[config.mk]
export PLATFORM = sky130hd
export DESIGN_NAME = ewp_core
export DESIGN_NICKNAME = d
export VERILOG_FILES = /design/src/logic/ewp_pkg.sv /design/src/logic/ewp_core.sv /design/src/logic/ewp_pin_sync.sv
export VERILOG_INCLUDE_DIRS = /design/src /design/src/logic
export SDC_FILE = /design/constraint.sdc
export NUM_CORES = 1
export LEC_CHECK = 0
export BUFFER_PORTS_ARGS = -buffer_cell sky130_fd_sc_hd__buf_2
export CELL_PAD_IN_SITES_DETAIL_PLACEMENT = 1
export CELL_PAD_IN_SITES_GLOBAL_PLACEMENT = 2
export CORE_UTILIZATION = 41
export CTS_CLUSTER_SIZE = 28
export DETAILED_ROUTE_END_ITERATION = 7
export MAX_ROUTING_LAYER = met4
export PLACE_DENSITY = 0.85
export SLEW_MARGIN = 20
export SYNTH_ARGS = -nofsm -noshare
export SYNTH_HDL_FRONTEND = slang
export SYNTH_SLANG_ARGS = --single-unit
[constraint.sdc]
create_clock -name core_clk_i -period 4.41 [get_ports core_clk_i]
set_input_delay 0.441 -clock core_clk_i [delete_from_list [all_inputs] [get_ports core_clk_i]]
set_output_delay 0.441 -clock core_clk_i [all_outputs]
set_load 0.02 [all_outputs]
[src/logic/ewp_defs.svh]
// constants for the eeprom write-enable, status and protection block
// Summary of operation
// (RQ1) array or status writes complete only while the write enable latch is set
// (RQ2) latch-set instruction sets the latch, latch-clear instruction clears it
// (RQ3) latch clears at power-up and after latch-clear, status write or array write
// (RQ4) master issues latch-set in its own select frame before every write
// (RQ5) status byte can be read at any time, even during a write cycle
// (RQ6) status: bit7 pin enable, bits3/2 block protect, bit1 latch, bit0 busy
// (RQ7) busy bit is 1 during an internal write cycle, writes to it ignored
// (RQ8) latch bit mirrors latch, set/clear works regardless of status protection
// (RQ9) status write changes only pin enable and block protect, kept without power
// (RQ10) protect pair: none, 600h-7FFh, 400h-7FFh, whole array; protected writes dropped
// (RQ11) hardware protection only when protect pin low and pin enable set
// (RQ12) hardware protection blocks only nonvolatile status writes
// (RQ13) protect pin going low never alters a write cycle already started
// (RQ14) write cycle starts only when select rises after an exact valid length
// (RQ15) array access during a write cycle is ignored, programming continues
// (RQ16) after power-up serial output is off and a select fall is required first
// (RQ17) select rising during a write cycle does not stop it
// (RQ18) serial output is high impedance while select is high
// (RQ19) input sampled on rising clock edge, output changes after falling edge
// (RQ20) opcode 06h sets latch, 04h clears it, each a lone 8-bit instruction
// (RQ21) all instruction, address and data bits travel most significant first
// (RQ22) master raises select only after the last data bit is clocked in
// (RQ23) after the status read opcode the status byte repeats while selected
`ifndef EWP_DEFS_SVH
`define EWP_DEFS_SVH

`define EWP_OP_SR_WR 8'h01
`define EWP_OP_WRITE 8'h02
`define EWP_OP_READ 8'h03
`define EWP_OP_LATCH_CLR 8'h04
`define EWP_OP_SR_RD 8'h05
`define EWP_OP_LATCH_SET 8'h06

`define EWP_SR_PIN_EN 7
`define EWP_SR_BP_HI 3
`define EWP_SR_BP_LO 2
`define EWP_SR_LATCH 1
`define EWP_SR_BUSY 0

`define EWP_NV_RESET 3'h0
`define EWP_PROT_QUARTER 11'h600
`define EWP_PROT_HALF 11'h400

`define EWP_OP_BITS 10'h008
`define EWP_SRW_BITS 10'h010
`define EWP_HDR_BITS 10'h018
`define EWP_MIN_WR_BITS 10'h020
`define EWP_CNT_TOP 10'h3FF
`define EWP_CNT_WRAP 10'h3F8

`define EWP_TWC_NS 5000000
`define EWP_CLK_NS 20
`define EWP_PAGE_BYTES 32

`endif

[src/logic/ewp_pkg.sv]
// types shared by the eeprom write-enable, status and protection block
package ewp_pkg;

  typedef enum logic [2:0] {
    EWP_OP_NONE,
    EWP_OP_SET_LATCH,
    EWP_OP_CLR_LATCH,
    EWP_OP_SR_READ,
    EWP_OP_SR_WRITE,
    EWP_OP_ARR_WRITE,
    EWP_OP_ARR_READ
  } ewp_op_t;

  typedef enum logic [1:0] {
    EWP_CYC_NONE,
    EWP_CYC_ARRAY,
    EWP_CYC_STATUS
  } ewp_cyc_t;

endpackage

[src/logic/ewp_core.sv]
// serial eeprom write-enable latch, status register and write protection
`timescale 1ns/10ps
`include "ewp_defs.svh"
module ewp_core #(
  parameter int WRITE_CYCLE_CYC = `EWP_TWC_NS / `EWP_CLK_NS,
  parameter int PAGE_BYTES = `EWP_PAGE_BYTES
) (
  input wire logic core_clk_i,
  input wire logic srst_i,
  input wire logic cs_n_i,
  input wire logic sck_i,
  input wire logic si_i,
  input wire logic wp_n_i,
  output logic so_o,
  output logic so_oe_n_o,
  output logic prog_start_o,
  output ewp_pkg::ewp_cyc_t prog_kind_o,
  output logic [10:0] prog_addr_o,
  output logic [5:0] prog_nbytes_o,
  output logic busy_o,
  output logic [7:0] status_o
);
  import ewp_pkg::*;
  // the array itself lives outside this block: an accepted write leaves as a
  // one-cycle request on the prog ports and the array side programs it. a page
  // write wraps inside its page and pages never straddle a protection boundary,
  // so judging protection on the start address alone is safe.

  localparam int CW = $clog2(WRITE_CYCLE_CYC + 1);
  localparam logic [CW-1:0] CYC_LAST = CW'(WRITE_CYCLE_CYC - 1);
  localparam logic [9:0] MAX_WR_BITS = 10'(24 + 8 * PAGE_BYTES);

  if (WRITE_CYCLE_CYC < 1) begin : g_bad_cyc
    $error("write cycle count must be at least one");
  end
  if (PAGE_BYTES < 1 || PAGE_BYTES > 32) begin : g_bad_page
    $error("page size must lie between 1 and 32 bytes");
  end
  // the bit counter wraps for long status reads; the longest write must end below that
  if (`EWP_HDR_BITS + 8 * PAGE_BYTES >= `EWP_CNT_WRAP) begin : g_bad_wrap
    $error("page size reaches the bit counter wrap point");
  end

  ////////////////////////////////////////////////////////////////////////////
  // pin synchronisers
  // each pin costs about four core cycles; every sck phase must last at least
  // two core cycles or the agreement filter swallows it
  logic cs_n_q;
  logic sck_q;
  logic si_q;
  logic wp_n_q;

  // select resets low so a pin already low at reset never looks like a fall
  ewp_pin_sync #(.RST_VAL(1'b0)) u_sync_cs (
    .core_clk_i(core_clk_i),
    .srst_i(srst_i),
    .pin_i(cs_n_i),
    .level_o(cs_n_q)
  );
  ewp_pin_sync #(.RST_VAL(1'b0)) u_sync_sck (
    .core_clk_i(core_clk_i),
    .srst_i(srst_i),
    .pin_i(sck_i),
    .level_o(sck_q)
  );
  ewp_pin_sync #(.RST_VAL(1'b0)) u_sync_si (
    .core_clk_i(core_clk_i),
    .srst_i(srst_i),
    .pin_i(si_i),
    .level_o(si_q)
  );
  ewp_pin_sync #(.RST_VAL(1'b1)) u_sync_wp (
    .core_clk_i(core_clk_i),
    .srst_i(srst_i),
    .pin_i(wp_n_i),
    .level_o(wp_n_q)
  );

  ////////////////////////////////////////////////////////////////////////////
  // edge detection and frame tracking
  logic cs_prev_ff;
  logic sck_prev_ff;
  logic frame_ff;

  wire cs_fall = cs_prev_ff & ~cs_n_q;
  wire cs_rise = ~cs_prev_ff & cs_n_q;
  wire sck_rise = frame_ff & ~sck_prev_ff & sck_q;
  wire sck_fall = frame_ff & sck_prev_ff & ~sck_q;
  wire frame_end = frame_ff & cs_rise;

  always_ff @(posedge core_clk_i) begin
    if (srst_i) begin
      cs_prev_ff <= 1'b0;
      sck_prev_ff <= 1'b0;
    end else begin
      cs_prev_ff <= cs_n_q;
      sck_prev_ff <= sck_q;
    end
  end

  // only a seen high-to-low select opens a frame [RQ16]
  always_ff @(posedge core_clk_i) begin
    if (srst_i) begin
      frame_ff <= 1'b0;
    end else if (cs_fall) begin
      frame_ff <= 1'b1;
    end else if (cs_rise) begin
      frame_ff <= 1'b0;
    end
  end

  ////////////////////////////////////////////////////////////////////////////
  // receive side: bits shift in on rising serial clock, msb first
  logic [9:0] bit_cnt_ff;
  logic [7:0] rx_ff;
  logic [10:0] addr_ff;
  logic [2:0] sr_data_ff;
  ewp_op_t op_ff;

  wire [7:0] nxt_rx = {rx_ff[6:0], si_q}; // [RQ19] [RQ21]
  // a long status read wraps the counter inside its byte phase
  wire [9:0] nxt_bit_cnt = (bit_cnt_ff == `EWP_CNT_TOP) ? `EWP_CNT_WRAP : bit_cnt_ff + 10'h001;
  wire addr_phase = (bit_cnt_ff >= `EWP_OP_BITS) && (bit_cnt_ff < `EWP_HDR_BITS);

  // the array read opcode is only recognised; no array data leaves this block
  ewp_op_t op_dec;
  always_comb begin
    unique case (nxt_rx)
      `EWP_OP_LATCH_SET: op_dec = EWP_OP_SET_LATCH; // [RQ20]
      `EWP_OP_LATCH_CLR: op_dec = EWP_OP_CLR_LATCH; // [RQ20]
      `EWP_OP_SR_RD: op_dec = EWP_OP_SR_READ;
      `EWP_OP_SR_WR: op_dec = EWP_OP_SR_WRITE;
      `EWP_OP_WRITE: op_dec = EWP_OP_ARR_WRITE;
      `EWP_OP_READ: op_dec = EWP_OP_ARR_READ;
      default: op_dec = EWP_OP_NONE;
    endcase
  end

  always_ff @(posedge core_clk_i) begin
    if (srst_i || cs_fall) begin
      bit_cnt_ff <= 10'h000;
    end else if (sck_rise) begin
      bit_cnt_ff <= nxt_bit_cnt;
    end
  end

  always_ff @(posedge core_clk_i) begin
    if (srst_i) begin
      rx_ff <= 8'h00;
    end else if (sck_rise) begin
      rx_ff <= nxt_rx;
    end
  end

  always_ff @(posedge core_clk_i) begin
    if (srst_i || cs_fall) begin
      op_ff <= EWP_OP_NONE;
    end else if (sck_rise && bit_cnt_ff == `EWP_OP_BITS - 10'h001) begin
      op_ff <= op_dec;
    end
  end

  // upper five address bits fall off the 11-bit shifter
  always_ff @(posedge core_clk_i) begin
    if (srst_i) begin
      addr_ff <= 11'h000;
    end else if (sck_rise && addr_phase) begin
      addr_ff <= {addr_ff[9:0], si_q}; // [RQ21]
    end
  end

  // only the three nonvolatile positions of the written byte are kept [RQ9]
  always_ff @(posedge core_clk_i) begin
    if (srst_i) begin
      sr_data_ff <= 3'h0;
    end else if (sck_rise && bit_cnt_ff == `EWP_SRW_BITS - 10'h001) begin
      sr_data_ff <= {nxt_rx[`EWP_SR_PIN_EN], nxt_rx[`EWP_SR_BP_HI], nxt_rx[`EWP_SR_BP_LO]};
    end
  end

  ////////////////////////////////////////////////////////////////////////////
  // protection and commit decisions at the select rise
  logic latch_ff;
  logic busy_ff;
  logic pin_en_ff;
  logic bp_hi_ff;
  logic bp_lo_ff;

  wire hw_prot = pin_en_ff & ~wp_n_q; // [RQ11]
  wire [1:0] bp_sel = {bp_hi_ff, bp_lo_ff};
  wire prot_quarter = (bp_sel == 2'h1) && (addr_ff >= `EWP_PROT_QUARTER);
  wire prot_half = (bp_sel == 2'h2) && (addr_ff >= `EWP_PROT_HALF);
  wire blk_prot = prot_quarter | prot_half | (bp_sel == 2'h3); // [RQ10]

  wire len_op = (bit_cnt_ff == `EWP_OP_BITS);
  wire len_sr = (bit_cnt_ff == `EWP_SRW_BITS);
  // whole data bytes only, at least one, no more than one page [RQ14]
  wire len_wr = (bit_cnt_ff >= `EWP_MIN_WR_BITS) && (bit_cnt_ff[2:0] == 3'h0)
                && (bit_cnt_ff <= MAX_WR_BITS);

  // a busy device ignores everything but status reads [RQ15] [RQ5]
  // busy also blocks latch set, so a frame sent mid-cycle cannot arm the next write
  wire commit_ok = frame_end & ~busy_ff;
  wire do_set = commit_ok && op_ff == EWP_OP_SET_LATCH && len_op; // [RQ2] [RQ8]
  wire do_clr = commit_ok && op_ff == EWP_OP_CLR_LATCH && len_op; // [RQ2] [RQ8]
  wire do_srw = commit_ok && op_ff == EWP_OP_SR_WRITE && len_sr
                && latch_ff && !hw_prot; // [RQ1] [RQ12] [RQ14]
  wire do_arw = commit_ok && op_ff == EWP_OP_ARR_WRITE && len_wr
                && latch_ff && !blk_prot; // [RQ1] [RQ10] [RQ14]
  wire start_cyc = do_srw | do_arw;
  wire [9:0] data_bits = bit_cnt_ff - `EWP_HDR_BITS;

  // refused writes leave the latch alone; only executed ones clear it
  always_ff @(posedge core_clk_i) begin
    if (srst_i) begin
      latch_ff <= 1'b0; // [RQ3] [RQ16]
    end else if (do_set) begin
      latch_ff <= 1'b1; // [RQ2]
    end else if (do_clr || start_cyc) begin
      latch_ff <= 1'b0; // [RQ3]
    end
  end

  ////////////////////////////////////////////////////////////////////////////
  // internal write cycle timer
  logic [CW-1:0] cyc_cnt_ff;
  ewp_cyc_t cyc_kind_ff;
  logic [2:0] nv_pend_ff;

  // loading the last index keeps busy high for exactly WRITE_CYCLE_CYC cycles
  wire cyc_done = busy_ff && (cyc_cnt_ff == '0);

  // the protect pin is judged only at the start, so later changes cannot
  // reach a cycle in flight; select is not looked at here at all [RQ13] [RQ17]
  always_ff @(posedge core_clk_i) begin
    if (srst_i) begin
      busy_ff <= 1'b0;
      cyc_cnt_ff <= '0;
      cyc_kind_ff <= EWP_CYC_NONE;
      nv_pend_ff <= 3'h0;
    end else if (start_cyc) begin
      busy_ff <= 1'b1; // [RQ7]
      cyc_cnt_ff <= CYC_LAST;
      cyc_kind_ff <= do_srw ? EWP_CYC_STATUS : EWP_CYC_ARRAY;
      nv_pend_ff <= sr_data_ff;
    end else if (cyc_done) begin
      busy_ff <= 1'b0; // [RQ7]
      cyc_kind_ff <= EWP_CYC_NONE;
    end else if (busy_ff) begin
      cyc_cnt_ff <= cyc_cnt_ff - CW'(1); // [RQ15]
    end
  end

  // nonvolatile bits skip the reset so they survive it like a power loss;
  // the initial value stands in for the factory state [RQ9]
  logic [2:0] nv_ff = `EWP_NV_RESET;
  always_ff @(posedge core_clk_i) begin
    if (cyc_done && cyc_kind_ff == EWP_CYC_STATUS) begin
      nv_ff <= nv_pend_ff; // [RQ9]
    end
  end
  assign pin_en_ff = nv_ff[2];
  assign bp_hi_ff = nv_ff[1];
  assign bp_lo_ff = nv_ff[0];

  ////////////////////////////////////////////////////////////////////////////
  // status byte, undefined bits read as zero
  wire [7:0] status_cur = {pin_en_ff, 3'h0, bp_hi_ff, bp_lo_ff, latch_ff, busy_ff}; // [RQ6] [RQ8]

  ////////////////////////////////////////////////////////////////////////////
  // transmit side: output changes after the falling serial clock
  logic so_ff;
  logic so_oe_n_ff;
  logic [7:0] tx_ff;

  // re-sampling at each byte start lets a poll see busy drop within one frame
  wire sr_out = sck_fall && op_ff == EWP_OP_SR_READ && bit_cnt_ff >= `EWP_OP_BITS;
  wire byte_start = (bit_cnt_ff[2:0] == 3'h0);

  always_ff @(posedge core_clk_i) begin
    if (srst_i) begin
      so_ff <= 1'b0;
      tx_ff <= 8'h00;
    end else if (sr_out && byte_start) begin
      so_ff <= status_cur[7]; // [RQ23] [RQ19] [RQ5]
      tx_ff <= {status_cur[6:0], 1'b0};
    end else if (sr_out) begin
      so_ff <= tx_ff[7]; // [RQ21]
      tx_ff <= {tx_ff[6:0], 1'b0};
    end
  end

  // enable is active low; released the moment select rises
  always_ff @(posedge core_clk_i) begin
    if (srst_i || !frame_ff || cs_rise) begin
      so_oe_n_ff <= 1'b1; // [RQ18] [RQ16]
    end else if (sr_out) begin
      so_oe_n_ff <= 1'b0; // [RQ23]
    end
  end

  ////////////////////////////////////////////////////////////////////////////
  // programming request to the array side and mirrored status
  // prog_start_o is one cycle wide; the array side must take it on that edge
  logic prog_start_ff;
  ewp_cyc_t prog_kind_ff;
  logic [10:0] prog_addr_ff;
  logic [5:0] prog_nbytes_ff;
  logic [7:0] status_ff;

  always_ff @(posedge core_clk_i) begin
    if (srst_i) begin
      prog_start_ff <= 1'b0;
      prog_kind_ff <= EWP_CYC_NONE;
      prog_addr_ff <= 11'h000;
      prog_nbytes_ff <= 6'h00;
    end else begin
      prog_start_ff <= start_cyc; // [RQ14]
      if (start_cyc) begin
        prog_kind_ff <= do_srw ? EWP_CYC_STATUS : EWP_CYC_ARRAY;
        prog_addr_ff <= do_srw ? 11'h000 : addr_ff;
        prog_nbytes_ff <= do_srw ? 6'h01 : data_bits[8:3];
      end
    end
  end

  always_ff @(posedge core_clk_i) begin
    if (srst_i) begin
      status_ff <= 8'h00;
    end else begin
      status_ff <= status_cur;
    end
  end

  assign so_o = so_ff;
  assign so_oe_n_o = so_oe_n_ff;
  assign prog_start_o = prog_start_ff;
  assign prog_kind_o = prog_kind_ff;
  assign prog_addr_o = prog_addr_ff;
  assign prog_nbytes_o = prog_nbytes_ff;
  assign busy_o = busy_ff;
  assign status_o = status_ff;

endmodule

[src/logic/ewp_pin_sync.sv]
// three-stage pin synchroniser with agreement filter
`timescale 1ns/10ps
module ewp_pin_sync #(
  parameter logic RST_VAL = 1'b0
) (
  input wire logic core_clk_i,
  input wire logic srst_i,
  input wire logic pin_i,
  output logic level_o
);

  logic s1_ff;
  logic s2_ff;
  logic s3_ff;
  logic level_ff;
  wire agree = (s2_ff == s3_ff);

  always_ff @(posedge core_clk_i) begin
    if (srst_i) begin
      s1_ff <= RST_VAL;
      s2_ff <= RST_VAL;
      s3_ff <= RST_VAL;
      level_ff <= RST_VAL;
    end else begin
      s1_ff <= pin_i;
      s2_ff <= s1_ff;
      s3_ff <= s2_ff;
      if (agree) begin
        level_ff <= s3_ff;
      end
    end
  end

  assign level_o = level_ff;

endmodule

==> results.cfg, run 1 <==
[run_status]
status = finished, violations left
violations = design-rule violations

[job]
max-cap-violations = 0

[cells_and_area]
syn_to_final_growth_pct = 14.7
antenna_cells = 0
layout.nets = 571
layout-drive-gt1-share_pct = 17.7
nFillCells = 1319

[cts]
cts_hold_buf = 0
cts_tree = built
clk_pin_slew_ns = 0.05
cts_max_level = 4
post-cts-setup-buffer-count = 0
cts_root_buffer = clkbuf_16
cts_buffers = 17
cts-resized-gates = 0
cts.path.max_buffers = 2
clock_sinks = 115
clk_latency_ns = 0.41

[worst_setup_path]
worst-path-buf-inv = 1
r2r_slack_ns = 1.56
crit_chain = ha_1 -> nor4b_2 -> o31ai_1 -> a2111oi_4 -> buf_4 -> or3_1 -> o32ai_4
worstPathMaxFanout = 25
cp_top_family = simple AND/OR/NAND/NOR gates
critPathSlowestCell = dfxtp_1
max_stage_delay_ns = 0.59
arrival_ns = 3.11
cp-end-kind = flop
worstPathRequired_ns = 4.68
startpoint_type = flop
criticalPathCategory = reg2reg

[placement]
place.gp.congestion = 0.804
place_ws_ns = 1.58
dp_hpwl_microns = 7930
port_buffers = 33

[sta]
slew_viol_final = 0
finalSetupViolations = 0
slew_headroom_pct = 34.1
hold_viol_final = 0
max_freq_ghz = 0.351
fin_setup_tns_ns = 0
layout_min_cycle_time_ns = 2.85
min_period_over_period_pct = 64.6
clock_skew_ns = 0.00529
worst_slack_ns = 1.56
grt_setup_unrepaired = no
worst_pin_slew_ns = 0.988

[die]
die_w_microns = 112
die_area_sq_mm = 0.0126
rows = 39
initial_core_util_pct = 42.9
fp.coreArea_sq_mm = 0.0116
die_h_microns = 112
io_pins = 37

[logic_synthesis]
ys_seq_area_share_pct = 46.8
synth_warnings = 0
synth_area_sq_mm = 0.00498
synth_ff_type = dfxtp_1
synth-simple-area-share_pct = 24.8
synth-xor-area-share_pct = 3.52
synth_mux_area_share_pct = 4.70
synth_top_family_by_area = simple AND/OR/NAND/NOR gates
synth_cell_types = 61
synth_edf_count = 3
synthArstFlopShare_pct = 0
syn_inst = 536
synth_compound_area_share_pct = 12.9
synthAdderAreaFrac_pct = 2.01
synth_seq_cells = 115
syn_avg_cell_area_sq_um = 9.29

[global_routing]
grt_usage_pct = 20.8
grt_max_degree = 46
antenna_found_initial = 0
grt_overflow = 0
grt_pass1_wl_microns = 19800
grt_pass1_vias = 3914

[detailed_routing]
vias = 3849
drtIter0Drc = 190
wire_per_inst_microns = 16.2
first_pass_iters = 6
drt-total-wl_microns = 11600
drt.antenna.violating_nets = 0
drc = 2
viasPerCell = 5.40

[hold_path]
hp-class = in2reg

[power_and_ir_drop]
p_per_area_mw_per_mm2 = 414
ir_drop_mv = 0.263
leakagePower_uw = 0.00210
layer usage:
metal	track usage, %	up-vias	part of all wire (%)
met5	-	-	0
met4	10.5	0	1.8
met3	4.75	18	2.6
met2	33.4	53	49
met1	24.5	1873	47
li1	-	1905	-
sequential cells by signal, indices dropped and copies added (netlist names), 2 cells and up:
register and count:
addr_ff 11, bit_cnt_ff 10, cyc_cnt_ff 18, cyc_kind_ff 2, nv_ff 3, nv_pend_ff 3
op_ff 3, prog_addr_o 11, prog_kind_o 2, prog_nbytes_o 6, rx_ff 7, sr_data_ff 3
status_o 5, tx_ff 7
cells in the final DEF (no fill, tap or decap), drive strengths merged, types with 11 or more instances in the layout:
cell and instances:
dfxtp 112, nand2 63, a21oi 57, nor2 51
buf 36, clkbuf 29, nand3 21, mux2i 20
nor2b 18, xnor2 16, nor3 13, inv 12
or4 11
area by class of cell:
class / instances / area, sq um / share of cell area (%)
Clock inverter: 3 / 15.0 / 0.263
Clock buffer: 29 / 551 / 9.64
Tap cell: 143 / 179 / 3.13
Sequential cell: 115 / 2330 / 40.9
Multi-Input combinational cell: 375 / 2400 / 42.0
Inverter: 12 / 45.0 / 0.789
Timing Repair Buffer: 36 / 188 / 3.29
power breakdown:
part           internal (uW)  switching (uW)  total [uW]
logic                   7.57            23.1        30.7
clock network            835             448        1280
registers               1050            2.11        1050
total                   1890             474        2370
final timing paths:
check / start / to / depth (start not counted)
worst min-delay path: wp_n_i / u_sync_wp.s1_ff / 2
worst min register to register: u_sync_wp.s1_ff / u_sync_wp.s2_ff / 1
worst max-delay path: bit_cnt_ff[3] / prog_nbytes_o[3] / 7
worst max register to register: bit_cnt_ff[3] / prog_nbytes_o[3] / 7
per-stage QoR:
| step | std cells | util, % | power (uW) | instance area, sq um | hold slack [ns] |
|---|---|---|---|---|---|
| floorplan | 538 | - | 1100 | 4990 | 0.389 |
| global placement | 681 | 44.3 | 1100 | 5140 | 0.400 |
| detailed placement | 681 | 44.3 | 1100 | 5140 | 0.413 |
| CTS | 713 | 49.1 | 2400 | 5710 | 0.201 |
| global route | 713 | 49.1 | 2460 | 5710 | 0.207 |
| finish | 713 | 49.1 | 2370 | 5710 | 0.222 |
cell families (layout without fill, tap and decap cells):
logic type	Yosys count	count (layout)
xor+xnor	20	20
flops	115	115
other cells	1	3
compound gates	95	95
buf+inv	48	80
fa+ha+maj	8	8
simple gates	226	226
mux	23	23
synth_stat cells (all sizes together), types with 5 or more instances:
cell	n	area (sq um)
buf	19	146
dfxtp	112	2240
mux2i	20	200
o31ai	5	37.5
nand2b	7	43.8
or2	5	31.3
nand4	9	56.3
nor4	5	52.6
nor3	13	86.3
clkbuf	17	63.8
a21oi	57	304
nand2	63	236
o21ai	10	50.1
or4	11	82.6
a311oi	5	43.8
ha	8	100
nand3	21	105
or3	7	48.8
inv	12	45.0
nor2b	18	115
nor2	51	209
xnor2	16	140
No activity file was read; power rests on OpenSTA's default activity.
==> run 2, diff against run 1 <==
--- a/config.mk
+++ b/config.mk
@@ -9,11 +9,11 @@
 export BUFFER_PORTS_ARGS = -buffer_cell sky130_fd_sc_hd__buf_2
 export CELL_PAD_IN_SITES_DETAIL_PLACEMENT = 1
 export CELL_PAD_IN_SITES_GLOBAL_PLACEMENT = 2
-export CORE_UTILIZATION = 41
+export CORE_UTILIZATION = 38
 export CTS_CLUSTER_SIZE = 28
 export DETAILED_ROUTE_END_ITERATION = 7
 export MAX_ROUTING_LAYER = met4
-export PLACE_DENSITY = 0.85
+export PLACE_DENSITY = 0.79
 export SLEW_MARGIN = 20
 export SYNTH_ARGS = -nofsm -noshare
 export SYNTH_HDL_FRONTEND = slang
==> constraint.sdc (replaced) <==
create_clock -name core_clk_i -period 2.95 [get_ports core_clk_i]
set_input_delay 0.295 -clock core_clk_i [delete_from_list [all_inputs] [get_ports core_clk_i]]
set_output_delay 0.295 -clock core_clk_i [all_outputs]
set_load 0.02 [all_outputs]
==> run 2 against run 1 <==
The flow now finishes without violations. Critical endpoint is now latch_ff. Sequential share of layout area down 0.38 points. Via count increased by 0.65%. Combinational power increased by 56%. Critical path type unchanged. Die area is 7.7% higher.
==> results.cfg, run 2 (same netlist as run 1, synthesis figures left out) <==
[detailed_routing]
first_pass_iters = 4
viasPerCell = 5.17
drt-total-wl_microns = 11600
drtIter0Drc = 117
vias = 3874
wire_per_inst_microns = 15.5
drt.antenna.violating_nets = 0
drc = 0

[sta]
fin_setup_tns_ns = 0
finalSetupViolations = 0
min_period_over_period_pct = 89.5
slew_headroom_pct = 44.4
clock_skew_ns = 0.0106
layout_min_cycle_time_ns = 2.64
slew_viol_final = 0
grt_setup_unrepaired = no
worst_pin_slew_ns = 0.830
hold_viol_final = 0
max_freq_ghz = 0.379

[die]
initial_core_util_pct = 39.1
die_h_microns = 116
rows = 41
die_area_sq_mm = 0.0136
die_w_microns = 116
fp.coreArea_sq_mm = 0.0127
io_pins = 37

[cells_and_area]
layout.nets = 580
largest_reg_flops = 18
syn_to_final_growth_pct = 15.7
antenna_cells = 0
final_area_sq_mm = 0.00576
utilization_pct = 45.3
layout_common_cells = dfxtp_1, nand2_1, a21oi_1, nor2_1, buf_2
nFillCells = 1502
top_register = cyc_cnt_ff
layout-drive-gt1-share_pct = 18.7
final_common_cell = dfxtp_1

[cts]
cts_max_level = 4
post-cts-setup-buffer-count = 0
clock_sinks = 115
cts_buffers = 17
cts-resized-gates = 0
cts_root_buffer = clkbuf_16
cts.path.max_buffers = 2
clk_pin_slew_ns = 0.05
cts_hold_buf = 0
clk_latency_ns = 0.42
cts_tree = built

[global_routing]
grt_max_degree = 35
grt_pass1_vias = 3915
antenna_found_initial = 0
grt_pass1_wl_microns = 19800
grt_usage_pct = 19.9
grt_overflow = 0

[placement]
dp_hpwl_microns = 7850
place.gp.congestion = 0.784
placed_area_sq_mm = 0.00525
port_buffers = 33

[worst_setup_path]
r2r-start = bit_cnt_ff[3]
arrival_ns = 2.91
crit_chain = ha_1 -> nor4b_2 -> o31ai_1 -> a2111o_1 -> nand4_1 -> a31oi_1
max_stage_delay_ns = 0.78
rr_worst_depth = 6
cp-end-kind = flop
worstPathMaxFanout = 22
reg2reg_to = latch_ff
startpoint_type = flop
critPathSlowestCell = a2111o_1
worstPathRequired_ns = 3.22
criticalPathCategory = reg2reg
r2r_slack_ns = 0.31

[hold_path]
min-delay-start = wp_n_i
holdPathStages = 2
hp-class = in2reg
hold_path_end = u_sync_wp.s1_ff

[power_and_ir_drop]
leakagePower_uw = 0.00212
p_per_area_mw_per_mm2 = 593
ir_drop_mv = 0.443

[run_status]
status = completed

[job]
max-cap-violations = 0
## run 2: where the power goes
part / switching, uW / internal, uW
combinational: 35.7 / 12.1
sequential: 2.99 / 1570
clock: 675 / 1120
## run 2: cell type report
cell class                 instances  area, sq um  share of cell area (%)
sequential                       115         2330                    40.5
clock buffer                      25          485                    8.43
multi-input combinational        375         2400                    41.6
timing repair buffer              45          255                    4.43
inverter                          12         45.0                   0.782
tap                              172          215                    3.74
clock inverter                     6         30.0                   0.521
## run 2: worst max path at each step
| stage | startpoint | depth (start not counted) | endpoint |
|---|---|---|---|
| 6_report | bit_cnt_ff[3] | 6 | latch_ff |
| 5_1_grt | bit_cnt_ff[3] | 6 | prog_kind_o[1] |
| 4_1_cts | bit_cnt_ff[3] | 6 | latch_ff |
| 3_5_place_dp | bit_cnt_ff[3] | 6 | latch_ff |
| 3_3_place_gp | bit_cnt_ff[3] | 6 | latch_ff |
| 2_1_floorplan | cyc_cnt_ff[7] | 4 | nv_ff[0] |
## run 2: worst max-delay path, delay by kind of cell, from the launching register on
family                   cells  cell delay, ns
AO/OA/AOI/OAI                3            1.02
flip-flops                   1            0.58
AND/OR/NAND/NOR              2            0.50
adder cells (fa/ha/maj)      1            0.38
## run 2: layer usage
layer	part of all wire, %	GRT usage, %	wire length (microns)	vias up
met5	0	-	0	-
met4	1.2	6.67	138	0
met3	3.3	6.28	381	16
met2	46	31.0	5370	43
met1	49	24.2	5730	1891
li1	-	-	-	1924
## run 2: metrics by stage
step           hold slack [ns]  setup WS, ns  cells  total power (uW)
2_1_floorplan            0.389         0.824    538              1640
3_3_place_gp             0.396         0.404    719              1650
3_5_place_dp             0.397         0.306    719              1650
4_1_cts                 0.0418         0.284    750              3470
5_1_grt                 0.0563        0.0871    750              3550
6_report                0.0658         0.310    750              3420
==> run 3, diff against run 2 <==
--- a/config.mk
+++ b/config.mk
@@ -6,10 +6,11 @@
 export SDC_FILE = /design/constraint.sdc
 export NUM_CORES = 1
 export LEC_CHECK = 0
+export ABC_AREA = 1
 export BUFFER_PORTS_ARGS = -buffer_cell sky130_fd_sc_hd__buf_2
 export CELL_PAD_IN_SITES_DETAIL_PLACEMENT = 1
 export CELL_PAD_IN_SITES_GLOBAL_PLACEMENT = 2
-export CORE_UTILIZATION = 38
+export CORE_UTILIZATION = 35
 export CTS_CLUSTER_SIZE = 28
 export DETAILED_ROUTE_END_ITERATION = 7
 export MAX_ROUTING_LAYER = met4
==> run 3 against run 2 <==
Sequential power barely moved. Hold slack lost 0.0013 ns. Critical path depth is 4 higher. Final cell count increased by 21%. Routed wire length is 17% higher.
==> results.cfg, run 3 <==
[cells_and_area]
top_register = cyc_cnt_ff
syn_to_final_growth_pct = 16.5
antenna_cells = 0
layout-drive-gt1-share_pct = 15.9
layout.nets = 726
final_common_cell = nand2_1
utilization_pct = 42.6
layout_common_cells = nand2_1, dfxtp_1, nor2_1, inv_1, nand3_1
largest_reg_flops = 18

[cts]
clk_latency_ns = 0.42
post-cts-setup-buffer-count = 0
cts_buffers = 17
clock_sinks = 115
cts.path.max_buffers = 2
cts-resized-gates = 0
clk_pin_slew_ns = 0.05
cts_max_level = 4
cts_root_buffer = clkbuf_16
cts_tree = built
cts_hold_buf = 0

[placement]
port_buffers = 33
place.gp.congestion = 0.831
dp_hpwl_microns = 10100

[sta]
worst_hold_slack_ns = 0.0644
min_period_over_period_pct = 81.2
hold_viol_final = 0
grt_setup_unrepaired = no
worst_pin_slew_ns = 0.500
max_freq_ghz = 0.418
slew_viol_final = 0
fin_setup_tns_ns = 0
layout_min_cycle_time_ns = 2.39
finalSetupViolations = 0
clock_skew_ns = 0.0106
slew_headroom_pct = 66.6

[worst_setup_path]
reg2reg_to = tx_ff[3]
startpoint = bit_cnt_ff[4]
worstPathRequired_ns = 3.25
startpoint_type = flop
criticalPathCategory = reg2reg
endpoint = tx_ff[3]
rr_worst_depth = 10
cp-end-kind = flop
r2r-start = bit_cnt_ff[4]
arrival_ns = 2.70
r2r_slack_ns = 0.56
worstPathMaxFanout = 13

[die]
initial_core_util_pct = 36.5
die_h_microns = 123
die_area_sq_mm = 0.0152
die_w_microns = 123
rows = 43
fp.coreArea_sq_mm = 0.0141
io_pins = 37

[logic_synthesis]
ys_seq_area_share_pct = 45.3
synth_seq_cells = 115
yosys-top-cells-count = nand2_1, dfxtp_1, nor2_1, inv_1, nand3_1
synth_edf_count = 3
yosys.area.top_type_share_pct = 43.5
synth_area_sq_mm = 0.00515
yosysTopAreaCell = dfxtp_1
synthArstFlopShare_pct = 0
synth_area_leaders = dfxtp_1, nand2_1, nor2_1
syn_inst = 681
synth_warnings = 0
synth_ff_type = dfxtp_1
synth.most_common_cell = nand2_1
synth_cell_types = 43
syn_avg_cell_area_sq_um = 7.56

[hold_path]
min-delay-start = wp_n_i
hp-class = in2reg

[detailed_routing]
wire_per_inst_microns = 15.1
drc = 0
viasPerCell = 4.96
drt.antenna.violating_nets = 0
drt-total-wl_microns = 13700
vias = 4490
first_pass_iters = 4
drtIter0Drc = 221

[power_and_ir_drop]
total_power_uw = 3710
leakagePower_uw = 0.00268
p_per_area_mw_per_mm2 = 618
ir_drop_mv = 0.371

[run_status]
status = completed

[global_routing]
grt_usage_pct = 20.3
antenna_found_initial = 0
grt_pass1_vias = 4571
grt_overflow = 0
grt_max_degree = 30
grt_pass1_wl_microns = 22700

[job]
max-cap-violations = 0
-- run 3: changes by cell type after synthesis, sizes merged, moves of 9 or more --
cell	delta
xor2	+9
o21ai	+28
a21oi	-12
inv	+70
nor2b	-18
mux2i	-20
xnor2	-16
nand3	+43
nand2	+62
nor2	+57
or4	-11
-- run 3: power breakdown --
group / total [uW] / internal, uW / switching [uW] / leakage, uW
logic: 56.1 / 13.2 / 42.9 / 0.00146
registers: 1570 / 1570 / 2.80 / 0.000939
clock network: 2080 / 1370 / 715 / 0.000279
total: 3710 / 2950 / 760 / 0.00268
-- run 3: layer usage --
layer | track usage, % | wire [microns] | vias up
met2 | 34.4 | 6790 | 55
met4 | 9.04 | 299 | 0
li1 | - | - | 2252
met1 | 23.5 | 6220 | 2161
met3 | 3.46 | 340 | 22
met5 | - | 0 | -
-- run 3: worst max-delay path: stages (launching register included) --
cell	delay (ns)
dfxtp_1	0.44
inv_1	0.12
ha_1	0.19
inv_1	0.05
nor2_1	0.03
nand4_1	0.15
nand2_1	0.31
nand2_1	0.41
clkinv_1	0.34
nor2_1	0.18
nor2_1	0.06
-- run 3: area by class of cell --
| class | count | area [sq um] |
|---|---|---|
| fill | 1743 | 8100 |
| multi-input combinational | 458 | 2340 |
| sequential | 115 | 2330 |
| clock buffer | 23 | 468 |
| inverter | 83 | 312 |
| tap | 180 | 225 |
| timing repair buffer | 37 | 195 |
| clock inverter | 9 | 130 |
-- run 3: cell families after synthesis --
family                     Yosys count  share of synthesized area, %
and+or+nand+nor                    342                          31.1
DFF                                115                          45.3
buffers and inverters              110                          9.50
AOI/OAI and AO/OA                   92                          9.84
xor gates and xnor gates            13                          2.21
adders and majority gates            8                          1.94
other                                1                        0.0728
-- run 3: worst min-delay path by stage --
stage                       to  slack [ns]  cells past startpoint
3_3_place_gp   u_sync_cs.s2_ff        0.39                      2
3_5_place_dp   u_sync_si.s2_ff        0.40                      2
4_1_cts        u_sync_wp.s1_ff        0.05                      2
6_report       u_sync_wp.s1_ff        0.06                      2
5_1_grt        u_sync_wp.s1_ff        0.07                      2
2_1_floorplan  u_sync_cs.s2_ff        0.39                      2
-- run 3: per-stage QoR --
stage               instances  instance area (sq um)  worst slack [ns]
floorplan                 683                   5160              1.22
global placement          873                   5400             0.713
detailed placement        873                   5400             0.570
CTS                       905                   6000             0.535
global route              905                   6000             0.348
finish                    905                   6000             0.555
